## src/logic/ext_irq_defines.svh

```systemverilog
// Register indices, field positions, reset values and filter counts of the interrupt front end.
`ifndef EXT_IRQ_DEFINES_SVH
`define EXT_IRQ_DEFINES_SVH

// ----------------------------------------------------------------------------
// Register map: printed indices; the byte address is four times the index.
// ----------------------------------------------------------------------------
`define EXT_GATE_IDX 12'h0f77
`define EXT_CFG1_IDX 12'h0fd8
`define EXT_CFG2_IDX 12'h0fd9
`define EXT_ADDR_W 14

// ----------------------------------------------------------------------------
// Field positions and reset values.
// ----------------------------------------------------------------------------
`define EXT_CFG_LVL_BIT 4
`define EXT_CFG_TRIG_HI 3
`define EXT_CFG_TRIG_LO 2
`define EXT_CFG_RATE_HI 1
`define EXT_CFG_RATE_LO 0
`define EXT_GATE_RESET 6'h00
`define EXT_CFG_RESET 4'h0

// ----------------------------------------------------------------------------
// Encodings and timing counts.
// ----------------------------------------------------------------------------
`define EXT_TRIG_RISE 2'b00
`define EXT_TRIG_FALL 2'b01
`define EXT_TRIG_BOTH 2'b10
`define EXT_RATE_DIV1 2'b00
`define EXT_RATE_DIV4 2'b01
`define EXT_RATE_DIV8 2'b10
`define EXT_RATE_DIV16 2'b11
`define EXT_LF_LAST 2'h3
`define EXT_STABLE_TICKS 2

`endif

```

## src/logic/ext_irq_pkg.sv

```systemverilog
// Types shared by the interrupt front end modules.
package ext_irq_pkg;

    // Register selected by a bus address.
    typedef enum logic [1:0] {
        REG_NONE,
        REG_GATE,
        REG_CFG1,
        REG_CFG2
    } reg_sel_t;

    // State of the noise canceller.
    typedef struct packed {
        logic [1:0] runLen;
        logic out;
    } filt_state_t;

    // State of the trigger detector.
    typedef struct packed {
        logic prev;
        logic req;
        logic lvl;
    } det_state_t;

    // State of the top level: bus slave, registers and prescalers.
    typedef struct packed {
        logic [5:0] gate;
        logic [3:0] cfg1;
        logic [3:0] cfg2;
        logic pready;
        logic pslverr;
        logic [31:0] prdata;
        logic [3:0] preScale;
        logic lfPrev;
        logic [1:0] lfCnt;
    } top_state_t;

endpackage

```

## src/logic/noise_canceller.sv

```systemverilog
// Sampling noise canceller for one external interrupt pin.
`timescale 1ns/100ps
`default_nettype none
`include "ext_irq_defines.svh"

module noise_canceller #(
    parameter int STABLE_TICKS = `EXT_STABLE_TICKS
) (
    input wire logic clk,
    input wire logic resetn,
    input wire logic run,
    input wire logic tick,
    input wire logic din,
    output logic dout
);
    import ext_irq_pkg::*;

    filt_state_t q;
    filt_state_t d;

    // The output follows the pin only after enough consecutive ticks agree.
    // While ungated nothing moves, which stands in for the stopped clock.
    always_comb begin
        d = q;
        if (run && tick) begin
            if (din == q.out) begin
                d.runLen = 2'h0;
            end else if (q.runLen == 2'(STABLE_TICKS - 1)) begin
                d.out = din;
                d.runLen = 2'h0;
            end else begin
                d.runLen = q.runLen + 2'h1;
            end
        end
    end

    always_ff @(posedge clk or negedge resetn) begin
        if (!resetn) begin
            q <= '0;
        end else begin
            q <= d;
        end
    end

    assign dout = q.out;
endmodule
`default_nettype wire

```

## src/logic/trigger_detect.sv

```systemverilog
// Edge detector and captured-level flag for one filtered interrupt source.
`timescale 1ns/100ps
`default_nettype none
`include "ext_irq_defines.svh"

module trigger_detect (
    input wire logic clk,
    input wire logic resetn,
    input wire logic run,
    input wire logic filtered,
    input wire logic [1:0] trig,
    output logic reqPulse,
    output logic level
);
    import ext_irq_pkg::*;

    det_state_t q;
    det_state_t d;
    logic rise;
    logic fall;
    logic hit;

    // Only the canceller output is watched, never the raw pin.
    assign rise = filtered && !q.prev;
    assign fall = !filtered && q.prev;

    // Select the request condition; the reserved code never requests.
    always_comb begin
        unique case (trig)
            `EXT_TRIG_RISE: hit = rise;
            `EXT_TRIG_FALL: hit = fall;
            `EXT_TRIG_BOTH: hit = rise || fall;
            default: hit = 1'b0;
        endcase
    end

    // One-cycle request and level capture at the same edge.
    always_comb begin
        d = q;
        d.req = 1'b0;
        if (run) begin
            d.prev = filtered;
            if (hit) begin
                d.req = 1'b1;
                d.lvl = filtered;
            end
        end
    end

    always_ff @(posedge clk or negedge resetn) begin
        if (!resetn) begin
            q <= '0;
        end else begin
            q <= d;
        end
    end

    assign reqPulse = q.req;
    assign level = q.lvl;

endmodule
`default_nettype wire

```

## src/logic/ext_interrupt_filter_edge.sv

```systemverilog
// External interrupt front end: clock gates, noise cancellers, trigger detectors, APB registers.
//
// How it works
// - Gate bit zero freezes source, ignores config writes
// - Gate register bits 7 and 6 read zero
// - Trigger code: rise, fall, both, reserved
// - Requests come from canceller output only
// - Fast modes: rate field picks divider
// - Slow modes: sample at quarter low clock
// - Level flag holds filtered level at request
// - Config bits 7 to 5 read zero
// - Level flag refreshed on every request
// - Sources 0,3,4,5 use fixed settings
`timescale 1ns/100ps
`default_nettype none
`include "ext_irq_defines.svh"

module ext_interrupt_filter_edge #(
    parameter int STABLE_TICKS = `EXT_STABLE_TICKS,
    parameter logic [23:0] FIXED_CFG = 24'h40_0004
) (
    input wire logic core_clk,
    input wire logic resetn,
    input wire logic psel,
    input wire logic penable,
    input wire logic pwrite,
    input wire logic [`EXT_ADDR_W-1:0] paddr,
    input wire logic [31:0] pwdata,
    output logic pready,
    output logic [31:0] prdata,
    output logic pslverr,
    input wire logic [5:0] extIrqPin,
    input wire logic slowMode,
    input wire logic lowFreqClk,
    output logic [5:0] irqRequest
);
    import ext_irq_pkg::*;

    // ------------------------------------------------------------------------
    // Shared decoding.
    // ------------------------------------------------------------------------

    // Map a byte address to a register; misaligned words are unmapped.
    function automatic reg_sel_t decodeReg(input logic [`EXT_ADDR_W-1:0] a);
        if (a == {`EXT_GATE_IDX, 2'b00}) begin
            return REG_GATE;
        end else if (a == {`EXT_CFG1_IDX, 2'b00}) begin
            return REG_CFG1;
        end else if (a == {`EXT_CFG2_IDX, 2'b00}) begin
            return REG_CFG2;
        end
        return REG_NONE;
    endfunction

    // Sampling tick for one source from the shared prescalers.
    function automatic logic rateTick(input logic [1:0] rate, input logic slow,
                                      input logic [3:0] pre, input logic lfTick);
        logic t;
        t = 1'b0;
        if (slow) begin
            t = lfTick;
        end else begin
            unique case (rate)
                `EXT_RATE_DIV1: t = 1'b1;
                `EXT_RATE_DIV4: t = (pre[1:0] == 2'h3);
                `EXT_RATE_DIV8: t = (pre[2:0] == 3'h7);
                `EXT_RATE_DIV16: t = (pre == 4'hf);
            endcase
        end
        return t;
    endfunction

    top_state_t q;
    top_state_t d;
    reg_sel_t sel;
    logic access;
    logic wrAccept;
    logic lfTick;
    logic [3:0] srcCfg [6];
    logic [5:0] tick;
    logic [5:0] filtered;
    logic [5:0] srcLevel;

    assign sel = decodeReg(paddr);
    assign access = psel && penable;
    assign wrAccept = access && q.pready && pwrite && !q.pslverr;
    assign lfTick = lowFreqClk && !q.lfPrev && (q.lfCnt == `EXT_LF_LAST);

    // ------------------------------------------------------------------------
    // Per-source configuration: only sources 1 and 2 are programmable here.
    // ------------------------------------------------------------------------

    // Out-of-range sources take their fixed nibble from FIXED_CFG.
    always_comb begin
        for (int k = 0; k < 6; k++) begin
            srcCfg[k] = FIXED_CFG[4*k +: 4];
        end
        srcCfg[1] = q.cfg1;
        srcCfg[2] = q.cfg2;
    end

    // ------------------------------------------------------------------------
    // Source channels.
    // ------------------------------------------------------------------------
    for (genvar k = 0; k < 6; k++) begin : g_src
        assign tick[k] = rateTick(srcCfg[k][`EXT_CFG_RATE_HI:`EXT_CFG_RATE_LO], slowMode,
                                  q.preScale, lfTick);

        noise_canceller #(
            .STABLE_TICKS(STABLE_TICKS)
        ) u_filt (
            .clk(core_clk),
            .resetn(resetn),
            .run(q.gate[k]),
            .tick(tick[k]),
            .din(extIrqPin[k]),
            .dout(filtered[k])
        );

        trigger_detect u_det (
            .clk(core_clk),
            .resetn(resetn),
            .run(q.gate[k]),
            .filtered(filtered[k]),
            .trig(srcCfg[k][`EXT_CFG_TRIG_HI:`EXT_CFG_TRIG_LO]),
            .reqPulse(irqRequest[k]),
            .level(srcLevel[k])
        );
    end

    // ------------------------------------------------------------------------
    // Bus slave, registers and prescalers.
    // ------------------------------------------------------------------------

    // One wait state: the answer is prepared in the first access cycle and
    // the write lands on the edge that samples pready, so a held request
    // is never applied twice.
    always_comb begin
        d = q;
        d.preScale = q.preScale + 4'h1;
        d.lfPrev = lowFreqClk;
        if (lowFreqClk && !q.lfPrev) begin
            d.lfCnt = q.lfCnt + 2'h1;
        end
        d.pready = 1'b0;
        d.pslverr = 1'b0;
        if (access && !q.pready) begin
            d.pready = 1'b1;
            d.pslverr = (sel == REG_NONE);
            unique case (sel)
                REG_GATE: d.prdata = {26'h000_0000, q.gate};
                REG_CFG1: d.prdata = {27'h000_0000, srcLevel[1], q.cfg1};
                REG_CFG2: d.prdata = {27'h000_0000, srcLevel[2], q.cfg2};
                REG_NONE: d.prdata = 32'h0000_0000;
            endcase
        end
        if (wrAccept) begin
            unique case (sel)
                REG_GATE: d.gate = pwdata[5:0];
                REG_CFG1: begin
                    if (q.gate[1]) begin
                        d.cfg1 = pwdata[3:0];
                    end
                end
                REG_CFG2: begin
                    if (q.gate[2]) begin
                        d.cfg2 = pwdata[3:0];
                    end
                end
                REG_NONE: d.cfg1 = q.cfg1;
            endcase
        end
    end

    always_ff @(posedge core_clk or negedge resetn) begin
        if (!resetn) begin
            q <= '0;
        end else begin
            q <= d;
        end
    end

    assign pready = q.pready;
    assign pslverr = q.pslverr;
    assign prdata = q.prdata;
endmodule
`default_nettype wire

```

## config.mk

```make
export PLATFORM = sky130hd
export DESIGN_NAME = ext_interrupt_filter_edge
export DESIGN_NICKNAME = d
export VERILOG_FILES = /design/src/logic/ext_irq_pkg.sv /design/src/logic/noise_canceller.sv /design/src/logic/trigger_detect.sv /design/src/logic/ext_interrupt_filter_edge.sv
export VERILOG_INCLUDE_DIRS = /design/src /design/src/logic
export SDC_FILE = /design/constraint.sdc
export NUM_CORES = 1
export LEC_CHECK = 0
export ABC_AREA = 1
export BUFFER_PORTS_ARGS = -buffer_cell sky130_fd_sc_hd__buf_2
export CORE_MARGIN = 3
export CORE_UTILIZATION = 45
export DETAILED_ROUTE_END_ITERATION = 6
export PLACE_DENSITY = 0.71
export SLEW_MARGIN = 20
export SYNTH_ARGS = -nofsm -noshare
export SYNTH_HDL_FRONTEND = slang
export SYNTH_SLANG_ARGS = --single-unit
```

## constraint.sdc

```tcl
create_clock -name core_clk -period 1.6 [get_ports core_clk]
set_input_delay 0.24 -clock core_clk [delete_from_list [all_inputs] [get_ports core_clk]]
set_output_delay 0.24 -clock core_clk [all_outputs]
set_load 0.01 [all_outputs]
```

Word-level counts from Yosys, hierarchy flattened
Cells that the tools add are included.

Reduce and logical (&&, ||, !) cells: 54. Add/sub/neg operators: 8. Multiplexer cells: 40. Equality and inequality tests: 32. Bitwise operators: 6.

Operator list (count): one-hot mux 32 bit (4 select lines) (1); 2-to-1 mux 2 bit (28); == test 14 bit (second input constant) (3); 2-to-1 mux 34 bit (1); AND reduction 3 bit (8); == test 2 x 1 -> 1 bit (second input constant) (11); logical AND 1 bit (21); == test 2 bit (second input constant) (10); adder 2 x 1 -> 2 bit (second input constant) (7); AND reduction 2 bit (7); zero test 1 bit (11); zero test 2 bit (5); one-hot mux 1 bit (4 select lines) (2); == test 1 bit (6); 2-to-1 mux 1 bit (6); inverter 1 bit (6); one-hot mux 1 bit (3 select lines) (2); adder 4 x 1 -> 4 bit (second input constant) (1); == test 4 bit (second input constant) (1); == test 3 bit (second input constant) (1); logical OR 1 bit (2).

Output and inout port bits: 40. Word-level logic and storage cells: 179. Bits in registers: 91. Bits of input ports: 59.

Logic depth before layout (Yosys ltp)
Word-level depth: 8. Gate-level depth with buffers: 9. Mapped depth without buffers: 9.

Modules after synthesis
A second synthesis with hierarchy kept.

Cells, all modules: 491. Area total of the unflattened synthesis: 3803.6 um2.

Modules (own cells, without submodules): ext_interrupt_filter_edge (seq. area each 725.7 um2, area an instance 1731.7 um2, instances 1, cells each 209); trigger_detect (seq. area each 75.1 um2, area an instance 181.4 um2, instances 6, cells each 22); noise_canceller (seq. area each 75.1 um2, area an instance 163.9 um2, instances 6, cells each 25).

Worst setup path after synthesis
OpenSTA, ideal clock, no wires.

Path type: register -> register. Start point: reg q[3] (netlist name). End point: reg g_src[2].u_filt.q[1] (netlist name). Cell stages (with the launch flop): 9. Path buffers: 0. Data arrival time: 1.216 ns. Slack: 0.264 ns. Data required time: 1.480 ns. Period minus slack after synthesis: 1.336 ns. Library setup time: 0.120 ns. Path through: dfrtp_1 > ha_1 > ha_1 > inv_1 > a21oi_1 > nand2_1 > nand3_1 > a21oi_1 > nor2_1.

Longest elaborated chain between the ends: 4. Elaborated cells between the ends (all ways): 6. Classes of those cells: 3 x eq/ne; 2 x mux; 1 x reduce/logical.

Ends and longest elaborated chain: from (decl) (line ext_interrupt_filter_edge.sv:73) `top_state_t q;`; from (signal assigned) (line ext_interrupt_filter_edge.sv:177) `q <= '0;`; from (signal assigned) (line ext_interrupt_filter_edge.sv:179) `q <= d;`; == test 4 bit, or another cell as far along; one-hot mux 1 bit (4 select lines) * (line ext_interrupt_filter_edge.sv:63) `unique case (rate)`; 2-to-1 mux 1 bit * (line ext_interrupt_filter_edge.sv:60) `if (slow) begin`; logical AND 1 bit * (line noise_canceller.sv:25) `if (run && tick) begin`; to (signal assigned) (line noise_canceller.sv:39) `q <= '0;`; to (signal assigned) (line noise_canceller.sv:41) `q <= d;`; to (decl) (line noise_canceller.sv:18) `filt_state_t q;`.

Mark *: on every way between the ends. The rest lies on a longest branch, timed or not. A chain may end at the register's enable or synchronous reset.

Worst setup path in the final report
Start point: reg q[3] (netlist name). End point: reg g_src[1].u_filt.q[1] (netlist name).

Longest elaborated chain between the ends: 4. Elaborated cells between the ends (all ways): 6. Classes of those cells: 3 x eq/ne; 2 x mux; 1 x reduce/logical.

Ends and longest elaborated chain (line): == test 4 bit, or another cell as far along; one-hot mux 1 bit (4 select lines) * (ext_interrupt_filter_edge.sv:63); 2-to-1 mux 1 bit * (ext_interrupt_filter_edge.sv:60); logical AND 1 bit * (noise_canceller.sv:25); to (signal assigned) (noise_canceller.sv:39); to (signal assigned) (noise_canceller.sv:41); to (decl) (noise_canceller.sv:18).

Marked as above.

==> qor.yml <==
grt_max_degree: 62
cp-start-kind: "flip-flop"
drt-pass1-iter-count: 4
fp.dieArea_sq_um: 8350
grt_pass1_wl_um: 10400
yosysWarnings: 0
final_nets: 506
vias: 2499
fmax_ghz: 0.681
place_ws_ps: 111
drc: 0
path_clk_slew_ps: 60
gr-max-usage-layer: "met2"
syn_inst: 393
finalWeightedCongestion: 0.785
wl_per_cell_um: 11.1
place_inst: 523
critPathRequiredTime_ps: 1820
routed_via_density: 4.62
finalHoldViolCount: 0
critical_path.cell_chain: "ha_2 -> ha_1 -> inv_1 -> a21oi_1 -> nand2_1 -> nand3_1 -> nand2_1 -> nand2_1 -> o21ai_1"
synthDominantCellAreaShare: 0.465
ir_drop_mv: 0.589
drtIter0Drc: 122
setup-violations-final: 0
power_density_nw_per_um2: 1260
grt-ovfl-total: 0
nFillCells: 657
cts_inserted_buffers: 9
routed_wl_um: 6020
rows: 30
path_common_cell: "nand2_1"
tritoncts: "yes"
use_met3: 0.0489
syn_avg_cell_area_sq_um: 8.34
clockBufferDepth: 2
worstHoldPathType: "primary input to flip-flop"
cts-htree-levels: 3
postLayoutCellArea_sq_um: 3720
path_class: "flip-flop to flip-flop"
synth_area_leaders: "dfrtp_1 (47%), nand2_1 (9.0%), buf_4 (8.7%)"
power.leakage_nw: 1.98
clock_skew_ps: 6.53
critical_path_peak_fanout: 4
die_h_um: 91.4
num_antenna_cells: 0
critPathSlowestCell: "dfrtp_1"
syn_to_final_growth_pct: 13.5
clock_latency_ps: 330
netlist_area_sq_um: 3280
io_buffers: 46
fin_util: 0.536
slew_violations: 0
final_cell_mix: "nand2_1 (79), dfrtp_1 (61), inv_1 (58)"
ios: 99
critPathBufInv: 1
drv_cap: 0
core-area_sq_um: 6940
outcome: "finished, final reports clean"
holdWs_ps: 35.6
cp.arrival_ps: 1690
critPathTopFamily: "flip-flops"
use_met2: 0.262
fin_cells: 541
start_util: 0.472
placed_area_sq_um: 3450
tns_ps: 0
clkSinkCount: 61
worstSetupPathDepth: 9
timing.final.ws_setup_ps: 133
antenna_found_initial: 0
layout_commonest_cell: "nand2_1"
yosys.area.top_type: "dfrtp_1"
fin_crit_ps: 1470
finalPower_mw: 4.68
dieWidth_um: 91.4
cp-end-kind: "flip-flop"
grt_pass1_vias: 2389
r2r_cells: 9
use_met1: 0.186
ys_ff_latch: 61
grt_usage: 0.156
layout-drive-gt1-share: 0.227
ys_types: 29
final_antenna_net_count: 0
hpwlAfterDp_um: 4560
ys_seq_area_frac: 0.465
finalCritPeriodShare: 0.917
cts-root-buf: "clkbuf_8"
hold_depth: 1
slowest_delay_ps: 390
[worst paths after layout]
path,start,end,slack (ps)
worst max-delay path,q[3],g_src[1].u_filt.q[1],130
worst min-delay path,lowFreqClk,q[2],40
worst max register to register,q[3],g_src[1].u_filt.q[1],130
worst min register to register,g_src[4].u_det.q[2],g_src[4].u_det.reqPulse,420
max in group asynchronous,resetn,prdata[2],890
min in group asynchronous,resetn,g_src[1].u_filt.q[1],430
[report_power, final]
part / internal, mW / switching, mW
Combinational: 0.398 / 0.598
Sequential: 1.87 / 0.192
Clock: 1.04 / 0.570
[routing by layer]
metal | vias to the layer above | routed length, um
met3 | 9 | 279
met4 | 0 | 72
met2 | 51 | 2990
met5 | - | 0
li1 | 1266 | -
met1 | 1173 | 2680
[repair_timing]
item / CTS / global route
setup endpoints to repair: 0 / 7
setup buffers: 0 / 1
resized for setup: 0 / 3
hold endpoints to repair: 61 / 0
hold buffers: 1 / 0
[cells in the mapped netlist, drive strengths merged]
| library cell | number |
|---|---|
| or3 | 2 |
| o21ai | 32 |
| nor3 | 5 |
| dfrtp | 61 |
| nand4 | 4 |
| ha | 7 |
| nor2 | 35 |
| a31o | 1 |
| a21oi | 17 |
| nand3b | 1 |
| buf | 40 |
| xnor2 | 3 |
| conb | 1 |
| nand3 | 34 |
| and2 | 1 |
| nand2 | 86 |
| mux2 | 1 |
| inv | 62 |
[final cells by class]
| class | instances | area [sq um] | area share |
|---|---|---|---|
| clock buffers | 13 | 179 | 0.0481 |
| multi-input cells | 255 | 1320 | 0.354 |
| inverters | 62 | 233 | 0.0625 |
| clock inverters | 3 | 65.1 | 0.0175 |
| well taps | 96 | 120 | 0.0323 |
| flip-flops and latches | 61 | 1530 | 0.410 |
| repair buffers | 51 | 283 | 0.0759 |
[cells by family after synthesis]
family,count (synthesis),share of synthesized area
simple gates,168,0.246
buf+inv,102,0.166
flops,61,0.465
compound gates,50,0.0832
fa+ha+maj,7,0.0267
xor+xnor,3,0.00801
other cells,1,0.00114
mux,1,0.00343
[worst reg2reg max path, cell delays in order, from the launching register on]
cell,delay (ps)
dfrtp_1,390
ha_2,220
ha_1,150
inv_1,50
a21oi_1,130
nand2_1,60
nand3_1,120
nand2_1,100
nand2_1,80
o21ai_1,60
[sequential cells by signal (all words and copies together), names as in the netlist]
signal and count:
g_src.u_det.reqPulse 6, g_src.u_det.q 6, g_src.u_filt.dout 6, pready 1, g_src.u_det.level 2, pslverr 1
g_src.u_filt.q 12, prdata 6, q 21
No activity file was read; power rests on OpenSTA's default activity.
